==> config.mk <==
export PLATFORM = sky130hd
export DESIGN_NAME = cscx_exec
export DESIGN_NICKNAME = d
export VERILOG_FILES = /design/src/rtl/cscx_pkg.sv /design/src/rtl/cscx_skip_counter.sv /design/src/rtl/cscx_exec.sv
export SDC_FILE = /design/constraint.sdc
export NUM_CORES = 1
export LEC_CHECK = 0
export ABC_AREA = 1
export BUFFER_PORTS_ARGS = -buffer_cell sky130_fd_sc_hd__buf_4
export CORE_MARGIN = 4
export CORE_UTILIZATION = 40
export CTS_BUF_LIST = sky130_fd_sc_hd__clkbuf_8
export DETAILED_ROUTE_END_ITERATION = 10
export PLACE_DENSITY = 0.66
export SYNTH_ARGS = -nofsm -noshare
export SYNTH_HDL_FRONTEND = slang
export SYNTH_SLANG_ARGS = --single-unit
==> constraint.sdc <==
create_clock -name i_clock -period 1.45 [get_ports i_clock]
set_input_delay 0.29 -clock i_clock [delete_from_list [all_inputs] [get_ports i_clock]]
set_output_delay 0.29 -clock i_clock [all_outputs]
set_load 0.1 [all_outputs]
==> src/rtl/cscx_pkg.sv <==
// Package with opcode patterns, phase codes and bank constants for the compare/complement executor
package cscx_pkg;
	localparam logic [6:0] CSCX_OP_CPSEQ = 7'h31;
	localparam logic [6:0] CSCX_OP_CPSGT = 7'h32;
	localparam logic [5:0] CSCX_OP_COMPLEMENT_FILE_OP = 6'h07;
	localparam int CSCX_POS_BANKBIT = 8;
	localparam int CSCX_POS_DESTBIT = 9;
	localparam logic [7:0] CSCX_ACCESS_SPLIT = 8'h80;
	localparam logic [3:0] CSCX_ACCESS_HIGH_BANK = 4'hf;
	localparam logic [3:0] CSCX_ACCESS_LOW_BANK = 4'h0;
	localparam logic [7:0] CSCX_ACC_RESET = 8'h00;
	localparam logic [3:0] CSCX_BSR_RESET = 4'h0;
	typedef enum logic [3:0] {
		CSCX_Q1 = 4'b0001,
		CSCX_Q2 = 4'b0010,
		CSCX_Q3 = 4'b0100,
		CSCX_Q4 = 4'b1000
	} cscx_phase_t;
endpackage

==> src/rtl/cscx_skip_counter.sv <==
// Skip tracker that turns discarded instruction words into no-operation cycles
`timescale 1ns/100ps
module cscx_skip_counter (
	input wire logic i_clock,
	input wire logic i_rst_n,
	input wire logic i_cycle_end,
	input wire logic i_skip_set,
	input wire logic i_next_two_word,
	output logic o_flush
);
	logic [1:0] skip_left_reg;
	logic [1:0] skip_left_next;

	always_comb begin
		skip_left_next = skip_left_reg;
		if (i_cycle_end) begin
			if (i_skip_set) begin
				skip_left_next = i_next_two_word ? 2'h2 : 2'h1;
			end else if (skip_left_reg != 2'h0) begin
				skip_left_next = skip_left_reg - 2'h1;
			end
		end
	end

	always_ff @(posedge i_clock) begin
		if (!i_rst_n) begin
			skip_left_reg <= 2'h0;
		end else begin
			skip_left_reg <= skip_left_next;
		end
	end

	assign o_flush = (skip_left_reg != 2'h0);
endmodule

==> src/rtl/cscx_exec.sv <==
// Execution unit for complement and compare-skip instructions
`timescale 1ns/100ps
module cscx_exec (
	input wire logic i_clock,
	input wire logic i_rst_n,
	input wire logic [15:0] i_instr,
	input wire logic i_next_two_word,
	input wire logic [3:0] i_bank_select_register,
	input wire logic [7:0] i_mem_rdata,
	input wire logic i_acc_we,
	input wire logic [7:0] i_acc_wdata,
	output logic [11:0] o_mem_addr,
	output logic o_mem_re,
	output logic o_mem_we,
	output logic [7:0] o_mem_wdata,
	output logic [7:0] o_accumulator_register,
	output logic o_flag_n,
	output logic o_flag_z,
	output logic [3:0] o_phase,
	output logic o_flush,
	output logic o_busy_nop
);
	cscx_pkg::cscx_phase_t phase_reg;
	logic [15:0] instr_reg;
	logic [7:0] operand_reg;
	logic [7:0] result_reg;
	logic skip_reg;
	logic [7:0] acc_reg;
	logic flag_n_reg;
	logic flag_z_reg;
	logic [11:0] addr_reg;
	logic we_reg;
	logic is_cpseq;
	logic is_cpsgt;
	logic is_complement_file_op;
	logic flush;
	logic [11:0] eff_addr;
	logic [8:0] diff;
	logic [7:0] inv_bits;
	logic cmp_equal;
	logic cmp_greater;
	logic in_q1;
	logic in_q2;
	logic in_q3;
	logic in_q4;
	logic op_live;
	logic dest_is_file;
	logic bank_override;
	logic addr_in_high_half;

	// Phase strobes
	assign in_q1 = (phase_reg == cscx_pkg::CSCX_Q1);
	assign in_q2 = (phase_reg == cscx_pkg::CSCX_Q2);
	assign in_q3 = (phase_reg == cscx_pkg::CSCX_Q3);
	assign in_q4 = (phase_reg == cscx_pkg::CSCX_Q4);

	// Words fetched during a forced no-operation are ignored
	assign op_live = !flush;
	assign is_cpsgt = (instr_reg[15:9] == cscx_pkg::CSCX_OP_CPSGT) && op_live;
	assign is_cpseq = (instr_reg[15:9] == cscx_pkg::CSCX_OP_CPSEQ) && op_live;
	assign is_complement_file_op = (instr_reg[15:10] == cscx_pkg::CSCX_OP_COMPLEMENT_FILE_OP) && op_live;
	assign dest_is_file = instr_reg[cscx_pkg::CSCX_POS_DESTBIT];

	// Unsigned compare from a nine-bit difference
	assign diff = {1'b0, operand_reg} - {1'b0, acc_reg};
	assign cmp_equal = (diff[7:0] == 8'h00);
	assign cmp_greater = !diff[8] && !cmp_equal;

	// Bitwise inverse of the source register
	for (genvar bit_idx = 0; bit_idx < 8; bit_idx++) begin : g_invert
		assign inv_bits[bit_idx] = ~operand_reg[bit_idx];
	end

	// Effective data address
	assign bank_override = i_instr[cscx_pkg::CSCX_POS_BANKBIT];
	assign addr_in_high_half = (i_instr[7:0] >= cscx_pkg::CSCX_ACCESS_SPLIT);
	always_comb begin
		if (bank_override) begin
			eff_addr = {i_bank_select_register, i_instr[7:0]};
		end else if (addr_in_high_half) begin
			eff_addr = {cscx_pkg::CSCX_ACCESS_HIGH_BANK, i_instr[7:0]};
		end else begin
			eff_addr = {cscx_pkg::CSCX_ACCESS_LOW_BANK, i_instr[7:0]};
		end
	end

	// Four phases per instruction cycle
	always_ff @(posedge i_clock) begin
		if (!i_rst_n) begin
			phase_reg <= cscx_pkg::CSCX_Q1;
		end else begin
			case (phase_reg)
				cscx_pkg::CSCX_Q1: phase_reg <= cscx_pkg::CSCX_Q2;
				cscx_pkg::CSCX_Q2: phase_reg <= cscx_pkg::CSCX_Q3;
				cscx_pkg::CSCX_Q3: phase_reg <= cscx_pkg::CSCX_Q4;
				cscx_pkg::CSCX_Q4: phase_reg <= cscx_pkg::CSCX_Q1;
				default: phase_reg <= cscx_pkg::CSCX_Q1;
			endcase
		end
	end

	// Decode latches the word
	always_ff @(posedge i_clock) begin
		if (!i_rst_n) begin
			instr_reg <= 16'h0000;
		end else if (in_q1) begin
			instr_reg <= i_instr;
		end
	end

	// Data address held from Q2 on
	always_ff @(posedge i_clock) begin
		if (!i_rst_n) begin
			addr_reg <= 12'h000;
		end else if (in_q1) begin
			addr_reg <= eff_addr;
		end
	end

	// Source register read
	always_ff @(posedge i_clock) begin
		if (!i_rst_n) begin
			operand_reg <= 8'h00;
		end else if (in_q2) begin
			operand_reg <= i_mem_rdata;
		end
	end

	// Complement result
	always_ff @(posedge i_clock) begin
		if (!i_rst_n) begin
			result_reg <= 8'h00;
		end else if (in_q3) begin
			result_reg <= inv_bits;
		end
	end

	// Skip decision, shown during Q4 only
	always_ff @(posedge i_clock) begin
		if (!i_rst_n) begin
			skip_reg <= 1'b0;
		end else if (in_q3) begin
			skip_reg <= (is_cpseq && cmp_equal) || (is_cpsgt && cmp_greater);
		end else if (in_q4) begin
			skip_reg <= 1'b0;
		end
	end

	// Write destination; compares write nothing
	always_ff @(posedge i_clock) begin
		if (!i_rst_n) begin
			acc_reg <= cscx_pkg::CSCX_ACC_RESET;
		end else if (in_q4 && is_complement_file_op && !dest_is_file) begin
			acc_reg <= result_reg;
		end else if (i_acc_we) begin
			acc_reg <= i_acc_wdata;
		end
	end

	// Negative flag, complement only
	always_ff @(posedge i_clock) begin
		if (!i_rst_n) begin
			flag_n_reg <= 1'b0;
		end else if (in_q4 && is_complement_file_op) begin
			flag_n_reg <= result_reg[7];
		end
	end

	// Zero flag, complement only
	always_ff @(posedge i_clock) begin
		if (!i_rst_n) begin
			flag_z_reg <= 1'b0;
		end else if (in_q4 && is_complement_file_op) begin
			flag_z_reg <= (result_reg == 8'h00);
		end
	end

	// File write strobe during Q4
	always_ff @(posedge i_clock) begin
		if (!i_rst_n) begin
			we_reg <= 1'b0;
		end else begin
			we_reg <= in_q3 && is_complement_file_op && dest_is_file;
		end
	end

	// Inverted data for the file write
	always_ff @(posedge i_clock) begin
		if (!i_rst_n) begin
			o_mem_wdata <= 8'h00;
		end else begin
			o_mem_wdata <= inv_bits;
		end
	end

	// Counts the no-operation cycles after a skip
	cscx_skip_counter u_skip (
		.i_clock(i_clock),
		.i_rst_n(i_rst_n),
		.i_cycle_end(in_q4),
		.i_skip_set(skip_reg),
		.i_next_two_word(i_next_two_word),
		.o_flush(flush)
	);

	assign o_mem_addr = addr_reg;
	assign o_mem_re = (phase_reg == cscx_pkg::CSCX_Q2) && !flush;
	assign o_mem_we = we_reg;
	assign o_accumulator_register = acc_reg;
	assign o_flag_n = flag_n_reg;
	assign o_flag_z = flag_z_reg;
	assign o_phase = phase_reg;
	assign o_flush = skip_reg;
	assign o_busy_nop = flush;
endmodule

==> results.md, run 1 <==
- Post-Route Utilization: 62.38%
- Worst-skew pair later-pin latency: 0.33 ns
- Critical Path AT: 1.40 ns
- Status: finished with violations
- Finished Layout Cells: 587
- Main synth FF type: dfxtp_1
- Crit Path Class: flop to output pin
- Clock-pin slew on the worst setup and hold paths: 0.06 ns
- CTS root buf: clkbuf_8
- Sequential-to-total area share from yosys stat: 43.24%
- Slowest stage cell, crit path: dfxtp_2
- Failing checks: negative setup slack
- Syn_area_per_cell: 7.511 um^2
- CP endpoint kind: output pin
- Layout cell share with drive strength beyond 1: 43.38%
- Worst Path Buf+Inv: 4
- Detail-routed via count per cell: 4.722
- Max reg flops: 15
- DPL Wire Length: 5854 um
- Area of the core: 6832 um^2
- Clk sink count: 61
- RePlAce Congestion: 0.9038
- First-pass GRT wire length: 12670 um
- Starting DRT DRC Count: 163
- DR DRC count: 0
- Final ANT Viol Nets: 0
- Post-Synthesis Cells: 376
- P per Cell Area: 1454 nW/um^2
- IO Count: 78
- Antenna Diode Count: 0
- Worst EP required: 1.16 ns
- # rows: 30
- Via Count: 2772
- H-tree Lvls: 3
- CTS tree: built
- Die area: 8469 um^2
- Synth Cell Area: 2824 um^2
- EDFF count, synth: 0
- Final Max Slew Viols: 0
- Final hold vios: 0
- Endpoints failing setup: 13
- YS warnings: 0
- Max VDD drop: 0.001099 V
- # fillers: 623
- Net count after synthesis: 425
- Max Cap Viol: 0
- Minimum clock period: 1.687 ns
- Min-delay worst type: primary input to flop
- Post-synth cell types: 34
- Port-buffer cells: 77
- Crit-path cells: inv_2 -> ha_4 -> buf_6 -> clkinvlp_4 -> nor2_4 -> buf_12
- NumNets Final: 535
- DP Cell Count: 566
- Most common cell after layout, fill and taps aside: buf_4
- Lkg Pwr: 1.969 nW
- TritonCTS Buffers: 9
- Congestion Overflow GR: 0
- Die Ht: 92.03 um
- Worst stage delay on the critical path: 0.32 ns
- CTS max path bufs: 2
- Ys async rst share: 0%
- Vias in the first global route: 2657
- DRT Wirelength: 7696 um
- Largest net degree at the start of global routing: 39
- Routed length per placed instance: 13.11 um
- Initial Utilization: 41.34%
- Seq cells post-synth: 61
- Worst-path maximum fanout: 3
- GRT Total Usage: 18.74%
- Relative slew slack: 79.56%
- RSZ-0062 raised after global routing: yes
- F_max: 592.9 MHz
- Area Growth Syn to Fin: 50.91%
- Setup WS post-layout: -0.2367 ns
- Die X: 92.03 um
- Slew at the pin with the worst max-slew slack: 0.3066 ns
- Largest delay share family, worst path: buffers and inverters
- Initial antenna violation count: 0
- Pre-antenna DRT Iters: 4
- Leading cell types in the layout, fill and taps excluded: buf_4, nor2_1, dfxtp_1
- Fin crit share: 116.3%
- Clock skew: 0.007635 ns
- CP startpoint kind: flop
==> cell usage after synthesis (2+ instances only) <==
master | count | share of area, %
buf_6 | 3 | 1.2
a21oi_1 | 23 | 4.1
o21ai_0 | 38 | 6.7
dfxtp_1 | 61 | 43
buf_4 | 8 | 2.1
nor4_1 | 4 | 0.89
o21ai_1 | 2 | 0.35
ha_1 | 9 | 4.0
nor3_1 | 2 | 0.35
inv_1 | 45 | 6.0
nand2_1 | 49 | 6.5
a31oi_1 | 10 | 2.2
buf_2 | 4 | 0.71
nand2_4 | 2 | 0.80
inv_2 | 4 | 0.53
nand3_1 | 26 | 4.6
nor2_1 | 61 | 8.1
clkbuf_1 | 6 | 0.80
nand3_2 | 4 | 1.4
==> where the power goes <==
group	leakage, nW	total (mW)	switching, mW	internal (mW)
Combinational	1.34	2.60	1.82	0.771
Sequential	0.512	2.03	0.138	1.90
Clock	0.114	1.57	0.639	0.927
Total	1.97	6.19	2.60	3.59
==> cell type report <==
| class | instances | area [um^2] | share of cell area (%) |
|---|---|---|---|
| Multi-Input combinational cell | 244 | 1478 | 34.67 |
| Sequential cell | 61 | 1270 | 29.80 |
| Timing Repair Buffer | 120 | 984.7 | 23.11 |
| Inverter | 50 | 198.9 | 4.668 |
| Clock buffer | 12 | 165.2 | 3.876 |
| Tap cell | 96 | 120.1 | 2.819 |
| Clock inverter | 4 | 45.04 | 1.057 |
==> worst reg2reg max path: stages, from the launching register on <==
cell     delay, ns
dfxtp_2       0.32
inv_2         0.07
ha_4          0.14
buf_4         0.11
nand2_4       0.06
nor3_4        0.12
nand4_2       0.14
nor2_4        0.15
nand2_4       0.10
buf_12        0.16
nand3_1       0.06
a31oi_1       0.10
==> per-stage QoR <==
step	instance area (um^2)	power (mW)	TNS [ns]	hold slack, ns	worst slack [ns]
finish	4262	6.195	-1.994	0.1802	-0.2367
global route	4262	6.514	-3.276	0.1691	-0.3090
CTS	4205	6.193	-2.095	0.1659	-0.2517
detailed placement	3892	4.577	-1.762	0.4453	-0.2227
global placement	3892	4.553	-1.486	0.4422	-0.1996
floorplan	3030	4.018	-1.701	0.4129	-0.4079
==> cells by family after synthesis <==
group	synth area share, %
flip-flops	43.24
adder cells (fa/ha/maj)	3.988
AO/OA/AOI/OAI	15.24
AND/OR/NAND/NOR	26.01
buffers and inverters	11.52
==> path summary, 6_finish.rpt <==
kind,cells past startpoint,to,slack [ns],from
worst max-delay path,6,o_mem_re,-0.24,u_skip.skip_left_reg[1]$_SDFFE_PN0P_
worst min-delay path,3,operand_reg[4]$_SDFFE_PN0P_,0.18,i_mem_rdata[4]
worst max register to register,11,o_accumulator_register[0]$_SDFFE_PN0P_,-0.19,u_skip.skip_left_reg[1]$_SDFFE_PN0P_
worst min register to register,2,o_accumulator_register[4]$_SDFFE_PN0P_,0.46,result_reg[4]$_SDFFE_PN0N_
==> layer usage <==
layer | share of wire (%) | GRT usage [%] | up-vias
met3 | 4.0 | 4.184 | 12
met5 | 0 | 0 | -
met1 | 47 | 25.81 | 1260
li1 | - | - | 1441
met2 | 47 | 28.10 | 59
met4 | 1.9 | 8.045 | 0
==> what timing repair did <==
| action | in CTS | in global routing |
|---|---|---|
| endpoints found under the setup margin | 13 | 16 |
| hold buffers | 0 | 0 |
| pin swaps | 7 | 6 |
| setup buffers | 3 | 2 |
| resized for setup | 23 | 16 |
Power figures use the tool's default switching activity.
==> inputs of run 2 (changes only) <==
PLACE_DENSITY = 0.64   (was 0.66)
clock period = 1.8 ns   (was 1.45 ns; I/O delays follow)
==> run 2 against run 1 <==
Effect of this change:
- design area is 8.1% lower
- the flow now finishes without violations
- cell count shrank 4.4%
- first-iteration DRC count is 9.2% higher
- sequential power down 19%
- non-clock buffer count down 26
- routed wire length shrank 4.9%
- clock power decreased by 13%
==> results.md, run 2 (synthesized netlist as in run 1, its figures left out) <==
- Fin crit share: 95.53%
- Status: completed
- Slowest stage cell, crit path: dfxtp_4
- Endpoints failing setup: 0 (-13)
- TritonCTS Buffers: 9 (unchanged)
- CTS root buf: clkbuf_8
- Via Count: 2736 (-1.3%)
- Worst Path Buf+Inv: 2 (-2)
- Starting DRT DRC Count: 178 (+9.2%)
- Antenna Diode Count: 0 (unchanged)
- DPL Wire Length: 5554 um (-5.1%)
- Detail-routed via count per cell: 4.877 (+3.3%)
- Final hold vios: 0 (unchanged)
- Minimum clock period: 1.720 ns
- GRT Total Usage: 18.05% (-0.70 points)
- Routed length per placed instance: 13.05 um (-0.45%)
- # rows: 30 (unchanged)
- Max reg flops: 15 (unchanged)
- First-pass GRT wire length: 12300 um (-2.9%)
- M2 GR Usage: 29.74% (+1.6 points)
- RSZ-0062 raised after global routing: yes
- Clk sink count: 61 (unchanged)
- CP startpoint kind: flop
- CTS tree: built
- CTS max path bufs: 2 (unchanged)
- Critical Path AT: 1.36 ns (-0.04 ns)
- Die X: 92.03 um (unchanged)
- Final ANT Viol Nets: 0 (unchanged)
- Crit. Startpoint: o_phase[0]$_SDFF_PN1_
- Worst EP required: 1.44 ns (+0.28 ns)
- P per Cell Area: 1279 nW/um^2 (-12%)
- Die Ht: 92.03 um (unchanged)
- Most common cell after layout, fill and taps aside: buf_4
- GR Util met1: 21.23% (-4.6 points)
- NumNets Final: 509 (-4.9%)
- Routing usage on met3: 6.399% (+2.2 points)
- Die area: 8469 um^2 (unchanged)
- Reg-to-reg startpoint: o_accumulator_register[1]$_SDFFE_PN0P_
- Busiest layer in global routing: met2
- Relative slew slack: 70.30% (-9.3 points)
- Max Cap Viol: 0 (unchanged)
- Largest net degree at the start of global routing: 23 (-41%)
- Worst stage delay on the critical path: 0.36 ns (+0.04 ns)
- CTS Hold Bufs: 0 (unchanged)
- DRT Wirelength: 7322 um (-4.9%)
- CP endpoint kind: output pin
- Vias in the first global route: 2698 (+1.5%)
- Pre-antenna DRT Iters: 4 (unchanged)
- Worst Setup EP: o_mem_re
- Hold path depth: 3 (unchanged)
- Worst-case reg-to-reg path depth: 12 (+1)
- Clock skew: 0.009189 ns (+0.001554 ns)
- Lkg Pwr: 1.805 nW (-8.3%)
- RePlAce Congestion: 0.8382 (-7.3%)
- H-tree Lvls: 3 (unchanged)
- Slew at the pin with the worst max-slew slack: 0.4414 ns (+0.1347 ns)
- Setup WS pre-CTS: 0.03128 ns (+0.2540 ns)
- Worst-path maximum fanout: 3 (unchanged)
- WP depth: 4 (-2)
- Crit-path cells: nor4_4 -> inv_2 -> nor2_4 -> buf_12
- Worst r2r dst: o_flush$_SDFFE_PN0P_
- Hold slack: 0.2428 ns (+0.06253 ns)
- Congestion Overflow GR: 0 (unchanged)
- Largest delay share family, worst path: simple AND/OR/NAND/NOR gates
- Worst-skew pair later-pin latency: 0.34 ns (about the same)
- R2R Setup Slk: 0.10 ns (+0.29 ns)
- Setup WS post-layout: 0.08047 ns (+0.3171 ns)
- Clock-pin slew on the worst setup and hold paths: 0.08 ns (+0.02 ns)
- Min-delay worst type: primary input to flop
- Initial antenna violation count: 0 (unchanged)
- Port-buffer cells: 77 (unchanged)
- Hold Startpoint: i_mem_rdata[3]
- IO Count: 78 (unchanged)
- PnR Total Power: 5.009 mW (-19%)
- Final Max Slew Viols: 0 (unchanged)
- Initial Utilization: 41.34% (unchanged)
- Area of the core: 6832 um^2 (unchanged)
- Leading cell types in the layout, fill and taps excluded: buf_4, nor2_1, dfxtp_1
- DR DRC count: 0 (unchanged)
- F_max: 581.6 MHz
- Area Growth Syn to Fin: 38.72%
- Max VDD drop: 0.0009372 V (-15%)
- Crit Path Class: flop to output pin
- Layout cell share with drive strength beyond 1: 34.84% (-8.5 points)
[run 2: changes by cell type in the layout (fill, tap and decap cells not counted), moves of 5 or more]
| cell | previous run | this run |
|---|---|---|
| inv_1 | 35 | 41 |
| nand3_1 | 17 | 26 |
| inv_2 | 13 | 8 |
| buf_4 | 107 | 91 |
| nand3_2 | 13 | 4 |
| buf_6 | 9 | 0 |
[run 2: metrics by stage]
step	util [%]	TNS, ns	cell area (um^2)	instances
floorplan	-	-0.1446	2894	376
global placement	52.22	0	3567	542
detailed placement	52.22	0	3567	542
CTS	55.90	0	3819	559
global route	57.34	-0.02171	3918	561
finish	57.34	0	3918	561
[run 2: timing repair]
item | in CTS | in global routing
gates resized for setup | 6 | 15
endpoints found under the setup margin | 2 | 2
pin swaps | 2 | 8
hold endpoints to repair | 0 | 0
setup buffers | 1 | 2
[run 2: cell type report]
class,instances,area (um^2)
Inverter,50,188.9
Sequential cell,61,1265
Timing Repair Buffer,94,738.2
Clock inverter,7,100.1
Tap cell,96,120.1
Clock buffer,9,123.9
Fill cell,662,2914
Multi-Input combinational cell,244,1381
[run 2: worst min path at each step]
stage                                                  end  slack [ns]
global placement                 o_mem_wdata[0]$_SDFF_PN0_        0.44
floorplan                        o_mem_wdata[0]$_SDFF_PN0_        0.41
global route                   operand_reg[3]$_SDFFE_PN0P_        0.24
detailed placement  o_accumulator_register[4]$_SDFFE_PN0P_        0.45
finish                         operand_reg[3]$_SDFFE_PN0P_        0.24
CTS                            operand_reg[3]$_SDFFE_PN0P_        0.23
[run 2: metal layers]
metal  part of all wire, %  vias up  wire length (um)
met5                     0        -                 0
met4                   2.7        0               197
met3                   7.7       18               567
met2                    47       85              3453
met1                    42     1251              3103
li1                      -     1382                 -
[run 2: report_power, final]
group	leakage (nW)	switching, mW	internal [mW]
clock network	0.102	0.587	0.783
registers	0.511	0.110	1.53
logic	1.19	1.44	0.566
total	1.80	2.13	2.87
[run 2: worst reg2reg max path, stage by stage (launching register included)]
cell      delay [ns]
dfxtp_4         0.36
inv_1           0.07
ha_4            0.26
nand2_4         0.08
nand2_2         0.07
nand2_1         0.08
nand3b_1        0.09
nor2_1          0.14
nand2_1         0.09
nor2_1          0.12
nand3_1         0.10
nand3_2         0.09
a21oi_2         0.05
==> inputs of run 3 (changes only) <==
RECOVER_POWER = 50   (was not set)
==> run 3 against run 2 <==
Effect of this change:
- clock power barely moved
- first-iteration DRC count rose by 16%
- die area did not move
- routed wire length fell by 0.45%
- core utilization fell by 0.92 points
- non-clock buffer count did not move
- count of clock-buffer cells in the layout did not move
- critical endpoint unchanged
- largest cell class unchanged
- highest routed layer unchanged
- power fell by 1.1%
- critical path depth did not move
- register-to-register slack barely moved
- sequential share of layout area rose by 0.52 points
- via count fell by 0.91%
==> results.md, run 3 (synthesized netlist as in run 1, its figures left out) <==
- Detail-routed via count per cell: 4.832 (-0.91%)
- Minimum clock period: 1.716 ns (-0.003944 ns)
- Area Growth Syn to Fin: 36.51%
- P per Cell Area: 1285 nW/um^2 (+0.46%)
- First-pass GRT wire length: 12300 um (unchanged)
- Lkg Pwr: 1.778 nW (-1.5%)
- H-tree Lvls: 3 (unchanged)
- Post-route cell area: 3855 um^2 (-1.6%)
- Fin crit share: 95.31% (-0.22 points)
- Die area: 8469 um^2 (unchanged)
- Max Cap Viol: 0 (unchanged)
- IO Count: 78 (unchanged)
- Cell Area, Placed: 3567 um^2 (unchanged)
- Final hold vios: 0 (unchanged)
- Largest net degree at the start of global routing: 23 (unchanged)
- Initial Utilization: 41.34% (unchanged)
- # fillers: 679 (+2.6%)
- NumNets Final: 509 (unchanged)
- Starting DRT DRC Count: 206 (+16%)
- Via Count: 2711 (-0.91%)
- Initial antenna violation count: 0 (unchanged)
- Storage cell area: 1265 um^2 (unchanged)
- Die Ht: 92.03 um (unchanged)
- Routed length per placed instance: 12.99 um (-0.45%)
- Area occupied by multi-input gates: 1381 um^2 (unchanged)
- Endpoints failing setup: 0 (unchanged)
- Vias in the first global route: 2698 (unchanged)
- DRT Wirelength: 7289 um (-0.45%)
- Status: completed
- GRT Total Usage: 18.05% (unchanged)
- CTS root buf: clkbuf_8
- DR DRC count: 0 (unchanged)
- Area of the core: 6832 um^2 (unchanged)
- Congestion Overflow GR: 0 (unchanged)
- RePlAce Congestion: 0.8382 (unchanged)
- Min-delay worst type: primary input to flop
- Pre-antenna DRT Iters: 4 (unchanged)
- PnR Total Power: 4.952 mW (-1.1%)
- Clock skew: 0.009992 ns (+0.0008036 ns)
- Final Max Slew Viols: 0 (unchanged)
- Clock-pin slew on the worst setup and hold paths: 0.08 ns (about the same)
- Die X: 92.03 um (unchanged)
- Worst-path maximum fanout: 3 (unchanged)
- CP startpoint kind: flop
- Worst EP required: 1.44 ns (about the same)
- Slew at the pin with the worst max-slew slack: 0.6885 ns (+0.2472 ns)
- TritonCTS Buffers: 9 (unchanged)
- Max VDD drop: 0.0009165 V (-2.2%)
- Leading cell types in the layout, fill and taps excluded: buf_4, nor2_1, dfxtp_1
- Antenna Diode Count: 0 (unchanged)
- Layout cell share with drive strength beyond 1: 33.76% (-1.1 points)
- Critical Path AT: 1.36 ns (about the same)
- Final ANT Viol Nets: 0 (unchanged)
- Worst-skew pair later-pin latency: 0.33 ns (about the same)
- Most common cell after layout, fill and taps aside: buf_4
- CP endpoint kind: output pin
- Crit Path Class: flop to output pin
- F_max: 582.9 MHz (+0.23%)
- # rows: 30 (unchanged)
- Clk sink count: 61 (unchanged)
- Relative slew slack: 54.10% (-16 points)
- CTS max path bufs: 2 (unchanged)
- CTS tree: built
- RSZ-0062 raised after global routing: yes
- DPL Wire Length: 5554 um (unchanged)
- Hold slack: 0.2449 ns (+0.002127 ns)
- Max reg flops: 15 (unchanged)
- Port-buffer cells: 77 (unchanged)
run 3: path summary, 6_finish.rpt:
kind | to | slack, ns | depth (start not counted) | startpoint
worst max-delay path | o_mem_re | 0.08 | 4 | o_phase[0]$_SDFF_PN1_
worst min-delay path | operand_reg[3]$_SDFFE_PN0P_ | 0.24 | 3 | i_mem_rdata[3]
worst max register to register | o_flush$_SDFFE_PN0P_ | 0.10 | 12 | o_accumulator_register[1]$_SDFFE_PN0P_
worst min register to register | o_mem_wdata[0]$_SDFF_PN0_ | 0.42 | 1 | operand_reg[0]$_SDFFE_PN0P_
run 3: final cells by class:
class,instances,area share (%)
multi-input cells,244,35.83
flip-flops and latches,61,32.81
repair buffers,94,17.53
inverters,50,4.901
clock buffers,9,3.213
well taps,96,3.116
clock inverters,7,2.597
run 3: critical path, cell delays in order (launching register included):
cell	delay, ns
dfxtp_4	0.36
nor4_4	0.30
inv_2	0.08
nor2_4	0.10
buf_12	0.18
run 3: metal layers:
layer | track usage, % | up-vias | share of wire [%]
li1 | - | 1383 | -
met1 | 21.23 | 1223 | 42
met2 | 29.74 | 87 | 47
met3 | 6.399 | 18 | 8.1
met4 | 7.550 | 0 | 2.7
met5 | 0 | - | 0
run 3: per-stage QoR:
stage | setup slack [ns] | TNS, ns | utilization (%) | std cells
detailed placement | 0.03128 | 0 | 52.22 | 542
global route | -0.01304 | -0.02171 | 56.43 | 561
CTS | 0.01189 | 0 | 55.90 | 559
global placement | 0.08566 | 0 | 52.22 | 542
floorplan | -0.1446 | -0.1446 | - | 376
finish | 0.08442 | 0 | 56.43 | 561
run 3: power by group:
group	leakage (nW)	total, mW	switching (mW)	internal [mW]
clock network	0.102	1.37	0.585	0.783
registers	0.511	1.63	0.109	1.53
logic	1.17	1.95	1.43	0.517
run 3: repair_timing:
item	in CTS	in global routing
pin swaps	2	8
resized for setup	6	15
endpoints found under the setup margin	2	2
hold buffers	0	0
setup buffers	1	2
